## src/pipc_pkg.sv

```systemverilog
// Shared constants and carriers for the per-port ingress policing control.
// Assumes one switch core clock; frame events come from same-clock logic.
package pipc_pkg;

   // Port population and addressing (index = byte address / 4)
   localparam int          NPORT      = 3;
   localparam int          NPRIO      = 8;
   localparam logic [3:0]  PORT_FIRST = 4'h1;
   localparam logic [13:0] ADDR_TOP   = 14'h0000;
   localparam logic [11:0] OFS_MAC0   = 12'h400;
   localparam logic [11:0] OFS_MAC1   = 12'h401;
   localparam logic [11:0] OFS_IRL    = 12'h403;
   localparam logic [11:0] OFS_PRIO0  = 12'h410;
   localparam logic [11:0] OFS_PRIO7  = 12'h417;
   localparam logic [8:0]  OFS_PRIO_HI = 9'h082;

   // Writable bits and reset values
   localparam logic [7:0] MAC0_WMASK = 8'h0B;
   localparam logic [7:0] MAC1_WMASK = 8'hBF;
   localparam logic [7:0] IRL_WMASK  = 8'h7F;
   localparam logic [7:0] REG_RST    = 8'h00;
   localparam logic [6:0] CODE_RST   = 7'h00;
   localparam logic [6:0] CODE_NOLIM = 7'h00;

   // Field positions
   localparam int MAC0_STORM = 1;
   localparam int MAC1_BP    = 3;
   localparam int MAC1_PASS  = 0;
   localparam int IRL_PORT   = 6;
   localparam int IRL_PPS    = 5;
   localparam int IRL_FC     = 4;
   localparam int IRL_MODE   = 2;
   localparam int IRL_IFG    = 1;
   localparam int IRL_PRE    = 0;

   // Frame class selections
   localparam logic [1:0] MODE_ALL   = 2'h0;
   localparam logic [1:0] MODE_FLOOD = 2'h1;
   localparam logic [1:0] MODE_MCAST = 2'h2;
   localparam logic [1:0] MODE_BCAST = 2'h3;

   // Byte overheads and rate arithmetic
   localparam logic [14:0] IFG_BYTES  = 15'h000C;
   localparam logic [14:0] PRE_BYTES  = 15'h0008;
   localparam int          BYTE_SHIFT = 3;
   localparam int          ACC_W      = 24;
   localparam logic [15:0] RATE_UNIT  = 16'h03E8;

   // Measurement window
   localparam int CLK_MHZ     = 125;
   localparam int WIN_TIME_US = 1000;
   localparam int WIN_CYCLES  = WIN_TIME_US * CLK_MHZ;

   typedef struct packed {
      logic        vld;
      logic [13:0] len;
      logic [2:0]  prio;
      logic        bcast;
      logic        mcast;
      logic        flood;
      logic        bad;
      logic        fc;
   } pipc_frm_t;

   typedef struct packed {
      logic vld;
      logic fwd;
      logic mirror_only;
      logic drop;
      logic over;
   } pipc_dec_t;

   typedef struct packed {
      logic full_duplex;
      logic pause_en;
      logic port_fc_en;
      logic congested;
      logic storm_over;
   } pipc_ctl_t;

   typedef struct packed {
      logic bp;
      logic pause;
      logic limit_fc;
   } pipc_req_t;

endpackage

```

## src/pipc_limiter.sv

```systemverilog
// Per-port ingress rate meter over a fixed measurement window.
// Assumes frame events from same-clock logic, at most one per cycle.
`timescale 1ns/10ps
module pipc_limiter #(
   parameter int          WIN_CYCLES = pipc_pkg::WIN_CYCLES,
   parameter logic [15:0] RATE_UNIT  = pipc_pkg::RATE_UNIT
) (
   // Clock and reset
   input  wire logic                  clk,
   input  wire logic                  rst_n,
   input  wire logic                  ce,
   // Configuration
   input  wire logic [7:0]            irl,
   input  wire logic [7:0][6:0]       codes,
   // Frame event
   input  wire pipc_pkg::pipc_frm_t   frm,
   // Result
   output logic                       over_now,
   output logic                       fc_act
);
   localparam int WCW = $clog2(WIN_CYCLES);
   localparam int AW  = pipc_pkg::ACC_W;

   typedef struct packed {
      logic [pipc_pkg::NPRIO-1:0][AW-1:0] acc;
      logic [WCW-1:0]                     win;
      logic                               fc;
   } pipc_lim_st_t;

   pipc_lim_st_t st_ff;
   pipc_lim_st_t nxt_st;

   logic          counted;
   logic [2:0]    idx;
   logic [14:0]   bytes;
   logic [AW-1:0] amount;
   logic [AW-1:0] limit;
   logic [AW:0]   total;

   always_comb begin
      nxt_st = st_ff;
      case (irl[pipc_pkg::IRL_MODE +: 2])
         pipc_pkg::MODE_ALL:   counted = 1'b1;
         pipc_pkg::MODE_FLOOD: counted = frm.bcast | frm.mcast | frm.flood;
         pipc_pkg::MODE_MCAST: counted = frm.bcast | frm.mcast;
         pipc_pkg::MODE_BCAST: counted = frm.bcast;
         default:              counted = 1'b1;
      endcase
      // Port basis meters everything in slot zero
      idx = irl[pipc_pkg::IRL_PORT] ? 3'h0 : frm.prio;
      bytes = {1'b0, frm.len};
      if (irl[pipc_pkg::IRL_IFG]) begin
         bytes = bytes + pipc_pkg::IFG_BYTES;
      end
      if (irl[pipc_pkg::IRL_PRE] && !irl[pipc_pkg::IRL_PPS]) begin
         bytes = bytes + pipc_pkg::PRE_BYTES;
      end
      if (irl[pipc_pkg::IRL_PPS]) begin
         amount = AW'(1);
      end else begin
         amount = AW'({bytes, {pipc_pkg::BYTE_SHIFT{1'b0}}});
      end
      // Widen first: a 7-bit code times the unit overflows 16 bits
      limit = AW'(codes[idx]) * AW'(RATE_UNIT);
      // Window end opens a fresh budget; a frame then counts into it
      if (st_ff.win == WCW'(WIN_CYCLES - 1)) begin
         nxt_st.win = '0;
         nxt_st.acc = '0;
         nxt_st.fc  = 1'b0;
      end else begin
         nxt_st.win = st_ff.win + WCW'(1);
      end
      total    = {1'b0, nxt_st.acc[idx]} + {1'b0, amount};
      over_now = frm.vld && counted && (codes[idx] != pipc_pkg::CODE_NOLIM)
                 && (total > {1'b0, limit});
      if (frm.vld && counted && !over_now) begin
         nxt_st.acc[idx] = total[AW-1:0];
      end
      // Overrun beats the window clear in the same cycle
      if (over_now) begin
         nxt_st.fc = 1'b1;
      end
      fc_act = st_ff.fc;
   end

   always_ff @(posedge clk or negedge rst_n) begin
      if (!rst_n) begin
         st_ff <= '0;
      end else if (ce) begin
         st_ff <= nxt_st;
      end
   end

endmodule // pipc_limiter

```

## src/pipc_top.sv

```systemverilog
// Three-port ingress policing control with APB register access.
// Assumes frame events and port status come from same-clock switch logic.
`timescale 1ns/10ps
module pipc_top #(
   parameter int          WIN_CYCLES = pipc_pkg::WIN_CYCLES,
   parameter logic [15:0] RATE_UNIT  = pipc_pkg::RATE_UNIT
) (
   // Clock, reset, enable
   input  wire logic                                  pclk,
   input  wire logic                                  presetn,
   input  wire logic                                  pce,
   // APB slave
   input  wire logic                                  psel,
   input  wire logic                                  penable,
   input  wire logic                                  pwrite,
   input  wire logic [31:0]                           paddr,
   input  wire logic [31:0]                           pwdata,
   output logic [31:0]                                prdata,
   output logic                                       pready,
   output logic                                       pslverr,
   // Switch-wide flow control frame filtering
   input  wire logic                                  fc_filter,
   // Per-port frame events and status
   input  wire pipc_pkg::pipc_frm_t [pipc_pkg::NPORT-1:0] frm,
   input  wire pipc_pkg::pipc_ctl_t [pipc_pkg::NPORT-1:0] ctl,
   // Per-port decisions and flow requests
   output pipc_pkg::pipc_dec_t [pipc_pkg::NPORT-1:0]      dec,
   output pipc_pkg::pipc_req_t [pipc_pkg::NPORT-1:0]      req
);
   localparam int NP = pipc_pkg::NPORT;
   localparam int NQ = pipc_pkg::NPRIO;

   typedef struct packed {
      logic [7:0]                     prdata;
      logic                           err;
      logic                           lat;
      logic [NP-1:0][7:0]             mac0;
      logic [NP-1:0][7:0]             mac1;
      logic [NP-1:0][7:0]             irl;
      logic [NP-1:0][NQ-1:0][6:0]     shadow;
      logic [NP-1:0][NQ-1:0][6:0]     active;
      pipc_pkg::pipc_dec_t [NP-1:0]   dec;
      pipc_pkg::pipc_req_t [NP-1:0]   req;
   } pipc_st_t;

   pipc_st_t st_ff;
   pipc_st_t nxt_st;

   logic [NP-1:0] over_now;
   logic [NP-1:0] fc_act;

   // Decoded access
   logic [15:0] idx;
   logic [3:0]  a_port;
   logic [11:0] a_ofs;
   logic        a_top_ok;
   logic        setup;
   logic        wr_take;

   assign idx      = paddr[17:2];
   assign a_port   = idx[15:12];
   assign a_ofs    = idx[11:0];
   assign a_top_ok = (paddr[31:18] == pipc_pkg::ADDR_TOP) &&
                     (paddr[1:0] == 2'h0);
   assign setup    = psel && !st_ff.lat;
   assign wr_take  = psel && penable && pwrite && pready;

   // Stall while frozen; ready only once read data and error are latched
   assign pready  = pce && st_ff.lat;
   assign prdata  = {24'h000000, st_ff.prdata};
   assign pslverr = st_ff.err;
   assign dec     = st_ff.dec;
   assign req     = st_ff.req;

   // One meter per port
   genvar gp;
   generate
      for (gp = 0; gp < NP; gp++) begin : g_port
         pipc_limiter #(
            .WIN_CYCLES (WIN_CYCLES),
            .RATE_UNIT  (RATE_UNIT)
         ) u_lim (
            .clk      (pclk),
            .rst_n    (presetn),
            .ce       (pce),
            .irl      (st_ff.irl[gp]),
            .codes    (st_ff.active[gp]),
            .frm      (frm[gp]),
            .over_now (over_now[gp]),
            .fc_act   (fc_act[gp])
         );
      end
   endgenerate

   always_comb begin
      logic       hit;
      logic [7:0] rd;
      logic [1:0] p;
      logic [2:0] q;
      logic       lim_fc;
      hit    = 1'b0;
      rd     = 8'h00;
      p      = 2'h0;
      q      = a_ofs[2:0];
      lim_fc = 1'b0;
      nxt_st = st_ff;

      // Address decode; ports are numbered from one
      for (int i = 0; i < NP; i++) begin
         if (a_top_ok && (a_port == pipc_pkg::PORT_FIRST + 4'(i))) begin
            p = 2'(i);
            if ((a_ofs == pipc_pkg::OFS_MAC0) ||
                (a_ofs == pipc_pkg::OFS_MAC1) ||
                (a_ofs == pipc_pkg::OFS_IRL) ||
                ((a_ofs >= pipc_pkg::OFS_PRIO0) &&
                 (a_ofs <= pipc_pkg::OFS_PRIO7))) begin
               hit = 1'b1;
            end
         end
      end
      case (a_ofs)
         pipc_pkg::OFS_MAC0: rd = st_ff.mac0[p];
         pipc_pkg::OFS_MAC1: rd = st_ff.mac1[p];
         pipc_pkg::OFS_IRL:  rd = st_ff.irl[p];
         default:            rd = {1'b0, st_ff.shadow[p][q]};
      endcase

      // Latched once per transfer, late if pce was low in the setup cycle
      if (setup) begin
         nxt_st.prdata = hit && !pwrite ? rd : 8'h00;
         nxt_st.err    = !hit;
         nxt_st.lat    = 1'b1;
      end
      if (psel && penable && pready) begin
         nxt_st.lat = 1'b0;
      end

      if (wr_take && hit) begin
         case (a_ofs)
            pipc_pkg::OFS_MAC0: begin
               nxt_st.mac0[p] = (pwdata[7:0] & pipc_pkg::MAC0_WMASK) |
                                (st_ff.mac0[p] & ~pipc_pkg::MAC0_WMASK);
            end
            pipc_pkg::OFS_MAC1: begin
               nxt_st.mac1[p] = (pwdata[7:0] & pipc_pkg::MAC1_WMASK) |
                                (st_ff.mac1[p] & ~pipc_pkg::MAC1_WMASK);
            end
            pipc_pkg::OFS_IRL: begin
               nxt_st.irl[p] = pwdata[7:0] & pipc_pkg::IRL_WMASK;
            end
            default: begin
               nxt_st.shadow[p][q] = pwdata[6:0];
               // Staging keeps a partly written code set from metering
               if (a_ofs == pipc_pkg::OFS_PRIO7) begin
                  nxt_st.active[p] = nxt_st.shadow[p];
               end
            end
         endcase
      end

      // Frame decisions and flow requests, one port at a time
      for (int i = 0; i < NP; i++) begin
         nxt_st.dec[i]     = '0;
         nxt_st.dec[i].vld = frm[i].vld;
         if (frm[i].vld) begin
            if (frm[i].fc && fc_filter) begin
               nxt_st.dec[i].drop = 1'b1;
            end else if (frm[i].bad) begin
               if (st_ff.mac1[i][pipc_pkg::MAC1_PASS]) begin
                  nxt_st.dec[i].mirror_only = 1'b1;
               end else begin
                  nxt_st.dec[i].drop = 1'b1;
               end
            end else if (frm[i].bcast && ctl[i].storm_over &&
                         st_ff.mac0[i][pipc_pkg::MAC0_STORM]) begin
               nxt_st.dec[i].drop = 1'b1;
            end else if (over_now[i]) begin
               nxt_st.dec[i].drop = 1'b1;
            end else begin
               nxt_st.dec[i].fwd = 1'b1;
            end
            nxt_st.dec[i].over = over_now[i];
         end
         // Needs both the limiter bit and the port's own enable
         lim_fc = fc_act[i] && st_ff.irl[i][pipc_pkg::IRL_FC] &&
                  ctl[i].port_fc_en;
         nxt_st.req[i].limit_fc = lim_fc;
         nxt_st.req[i].bp = !ctl[i].full_duplex &&
                            st_ff.mac1[i][pipc_pkg::MAC1_BP] &&
                            (ctl[i].congested || lim_fc);
         nxt_st.req[i].pause = ctl[i].full_duplex && ctl[i].pause_en &&
                               (ctl[i].congested || lim_fc);
      end
   end

   always_ff @(posedge pclk or negedge presetn) begin
      if (!presetn) begin
         st_ff <= '0;
      end else if (pce) begin
         st_ff <= nxt_st;
      end
   end

endmodule // pipc_top

```

## config.mk

```make
export PLATFORM = sky130hd
export DESIGN_NAME = pipc_top
export DESIGN_NICKNAME = d
export VERILOG_FILES = /design/src/pipc_pkg.sv /design/src/pipc_limiter.sv /design/src/pipc_top.sv
export SDC_FILE = /design/constraint.sdc
export NUM_CORES = 2
export LEC_CHECK = 0
export BUFFER_PORTS_ARGS = -buffer_cell sky130_fd_sc_hd__buf_2
export CORE_MARGIN = 2
export CORE_UTILIZATION = 60
export DETAILED_ROUTE_END_ITERATION = 10
export GPL_TIMING_DRIVEN = 0
export MAX_ROUTING_LAYER = met4
export PLACE_DENSITY = 0.83
export SYNTH_ARGS = -nofsm -noshare
export SYNTH_HDL_FRONTEND = slang
export SYNTH_SLANG_ARGS = --single-unit
```

## constraint.sdc

```tcl
create_clock -name pclk -period 15.1 [get_ports pclk]
set_input_delay 0 -clock pclk [delete_from_list [all_inputs] [get_ports pclk]]
set_output_delay 0 -clock pclk [all_outputs]
set_load 0.01 [all_outputs]
```

==> PnR_summary.wiki <==
{| class="wikitable"
! Metric !! Value
|-
| Post-synthesis to final-layout area growth || 12.11%
|-
| Setup repair after global routing missed its margin || no
|-
| Worst vdd rail ir drop || 0.0001036 V
|-
| Shortest clock period the worst path allows after layout || about 11 ns
|-
| Critical-path cell with the highest stage delay || sky130_fd_sc_hd__o31ai_1
|-
| Mean instance size in the synthesized netlist || a little under 10 um2
|-
| Synth Instances || 6303
|-
| Power Dens Cells || about 120 nW/um2
|-
| Failing checks || capacitance limit, slew limit
|-
| Switching power share of the total || 0.3392
|-
| Vias in the first global route || ~54000
|-
| Element type at the critical path end || flop
|-
| Net switching component of the power || 2831 uW
|-
| Root buf cell || sky130_fd_sc_hd__clkbuf_16
|-
| Outcome || finished, violations left
|-
| Half-perimeter wire length after placement || approximately 160 mm
|-
| Remaining antenna violation count || 0
|-
| Synthesized flop and latch total || approximately 1100
|-
| Share of power burned in registers || 0.386
|-
| Iter 0 DRT Violations || ~7100
|-
| Worst slew slack as a fraction of its limit || -0.02408
|-
| IO Pins || around 210
|-
| # nets final || between 7000 and 8000
|-
| Most frequent cell on the critical path || sky130_fd_sc_hd__o21ai_0
|-
| Power Total || approximately 8300 uW
|-
| Count of pins over their slew limit || 8
|-
| Number of enable flip-flop cells after synthesis || 0
|-
| Yosys Warn Count || 0
|-
| Combinational share of power || 0.258
|-
| Via/cell ratio || about 6.7
|-
| Number of maximum-capacitance constraint violations || 1
|-
| Pint || about 5500 uW
|-
| Number of core rows || roughly 120
|-
| Worst min path class || in -> reg
|-
| Number of antenna violations at the first check in global routing || 19
|-
| Std-Cell Core Area || between 100000 and 150000 um2
|-
| Most instantiated flip-flop cell in the synthesis netlist || sky130_fd_sc_hd__dfrtp_1
|-
| Total vias in the final route || between 50000 and 60000
|-
| Routed Wire Length || about 220 mm
|-
| Starting Density || 0.6065
|-
| Worst-skew pair later-pin latency || between 0.7 and 0.8 ns
|-
| CP arrival || 11.64 ns
|-
| Critical path launch point type || flop
|-
| Die outline width || 325.4 um
|-
| CTS H-tree lvls || 3
|-
| Routability congestion estimate from global placement || approximately 1.1
|-
| Buffers added on ports || roughly 150
|-
| Required time reported for the critical path endpoint || approximately 16 ns
|-
| Leakage || between 0.03 and 0.04 uW
|-
| Clock network fraction of design power || 0.356
|-
| Wire per inst || about 27 um
|-
| Number of hold-repair buffers added at the cts stage || 64
|-
| Number of iterations in the first detailed-routing pass || 9
|-
| Die Footprint || ~110000 um2
|-
| Share of final-layout standard cells stronger than drive strength 1 || 0.1249
|-
| Buffers inserted by post-CTS timing repair || 0
|-
| Share of Yosys cell area claimed by the top area cell type || 0.4316
|-
| Post-synth ARST share || 1.000
|-
| Total gr overflow || 0
|-
| Sinks on Clock Net || 1069
|-
| Fillers || just under 8000
|-
| Largest buffer count on any clock path || 3
|-
| Cell taking the most area after synthesis || sky130_fd_sc_hd__dfrtp_1
|-
| Worst-Margin Slew || ~1.5 ns
|-
| Final hold vios || 0
|-
| Critical path fanouts, max || 10
|-
| Final period util || 0.7302
|-
| Number of setup violations in the final report || 0
|-
| Fin Hold WS || between 0.09 and 0.1 ns
|-
| Number of DRC violations after detailed routing || 0
|-
| Overall die height || 325.4 um
|-
| Commonest cells after routing, fill and taps aside || sky130_fd_sc_hd__dfrtp_1 (1069), sky130_fd_sc_hd__nand2_1 (1042), sky130_fd_sc_hd__mux2i_1 (549)
|-
| Skew final || 0.02724 ns
|-
| Highest achievable clock rate || approximately 91 MHz
|-
| Clock transition at the registers of the reported paths || around 0.06 ns
|-
| Main area contributors after synthesis || sky130_fd_sc_hd__dfrtp_1 (43%), sky130_fd_sc_hd__mux2i_1 (8.9%), sky130_fd_sc_hd__nand2_1 (6.3%)
|-
| CTS tree || built
|-
| R2R Setup Slk || a little over 4 ns
|-
| Number of clock buffers inserted by TritonCTS || about 110
|-
| Library cells used by synthesis || slightly below 100
|-
| Number of cells upsized or downsized after cts || 0
|-
| Max stage delay on crit path || roughly 1.1 ns
|-
| Largest net degree at the start of global routing || roughly 160
|-
| Sequential-to-total area share from yosys stat || 0.4316
|-
| Global-route usage over all layers || 0.4245
|-
| Critical Setup Path Class || reg -> reg
|-
| Cell area after synthesis || about 62000 um2
|-
| Most common cell after layout, fill and taps aside || sky130_fd_sc_hd__dfrtp_1
|-
| Wire length of the first global-routing pass || 332.9 mm
|}
==> routing by layer <==
metal  track usage  part of all wire  vias up
li1              -                 -    23310
met1        0.5352              0.38    27020
met2        0.6178              0.44     3568
met3        0.1159              0.11      889
met4        0.2409             0.067        0
met5             -                 0        -
==> through the flow <==
stage               cell area (um2)    util  setup TNS [ns]  std cells  setup WS [ns]
floorplan                     62060       -               0       6326          7.093
global placement              64550  0.6317        -9296.13       7848         -9.012
detailed placement            64830  0.6345               0       7859          4.868
CTS                           69420  0.6794               0       8133          4.338
global route                  69470  0.6799               0       8151          3.671
finish                        69490  0.6800               0       8157          4.074
==> critical path, delay by kind of cell (launching register included) <==
kind / cells / cell delay (ns)
xor+xnor: 1 / 0.16
compound gates: 13 / 3.38
fa+ha+maj: 7 / 2.75
buf+inv: 7 / 2.49
flops: 1 / 0.40
simple gates: 7 / 1.69
==> power by group through the flow <==
stage | Sequential, uW | Combinational (uW) | Clock, uW
2_1_floorplan | 3220 | 1390 | 0
3_3_place_gp | 3260 | 2000 | 0
3_5_place_dp | 3260 | 2070 | 0
4_1_cts | 3210 | 2100 | 2970
5_1_grt | 3240 | 2330 | 3100
6_report | 3220 | 2150 | 2970
==> Yosys cell counts (all sizes together) (9+ instances only) <==
cell and instances:
a211oi 45, a21boi 22, a21o 48, a21oi 333
a221o 11, a221oi 10, a22o 13, a22oi 30
a31oi 54, a32o 184, and2 19, and3 37
buf 178, clkbuf 331, dfrtp 1069, fa 51
ha 210, inv 202, mux2 240, mux2i 549
mux4 33, nand2 1042, nand2b 35, nand3 123
nand3b 12, nand4 40, nand4b 9, nor2 280
nor2b 28, nor3 89, nor3b 20, nor4 26
nor4b 10, o211ai 11, o21ai 336, o21bai 12
o221ai 66, o22ai 85, o2bb2ai 18, or2 14
or3 31, xnor2 104, xor2 82
==> layout make-up <==
class / instances / area [um2] / area share
clock inverter: 53 / 715.7 / 0.01030
sequential: 1069 / 26750 / 0.3850
tap: 1368 / 1712 / 0.02463
timing repair buffer: 229 / 1672 / 0.02406
buffer: 509 / 2347 / 0.03378
multi-input combinational: 4544 / 32250 / 0.4641
antenna: 24 / 60.06 / 0.0008643
inverter: 204 / 765.7 / 0.01102
clock buffer: 157 / 3214 / 0.04626
==> sequential cells by signal, summed over array words and instances (netlist names) <==
register             cells
prdata                   8
st_ff                  406
g_port.u_lim.st_ff     627
pslverr                  1
req                      9
g_port.u_lim.fc_act      3
dec                     15
==> cells by family (layout without fill, tap and decap cells) <==
logic type | after synthesis | in the layout | share of synthesized area
and+or+nand+nor | 1865 | 1865 | 0.1357
AOI/OAI and AO/OA | 1386 | 1386 | 0.1529
DFF | 1069 | 1069 | 0.4316
muxes | 822 | 822 | 0.1443
buffers and inverters | 713 | 1152 | 0.05021
adders and majority gates | 261 | 261 | 0.05887
xor gates and xnor gates | 186 | 186 | 0.02628
other | 1 | 48 | 0.00006051
==> worst paths after layout <==
path | depth (start not counted) | end | from
setup / recovery | 35 | dec[6] | st_ff[374]
hold reg to reg | 1 | st_ff[406] | st_ff[406]
hold / removal | 6 | st_ff[77] | paddr[2]
min in group asynchronous | 4 | g_port[0].u_lim.st_ff[35] | presetn
setup reg to reg | 35 | dec[6] | st_ff[374]
max in group asynchronous | 6 | g_port[1].u_lim.st_ff[197] | presetn
(Power assumes the default switching activity.)
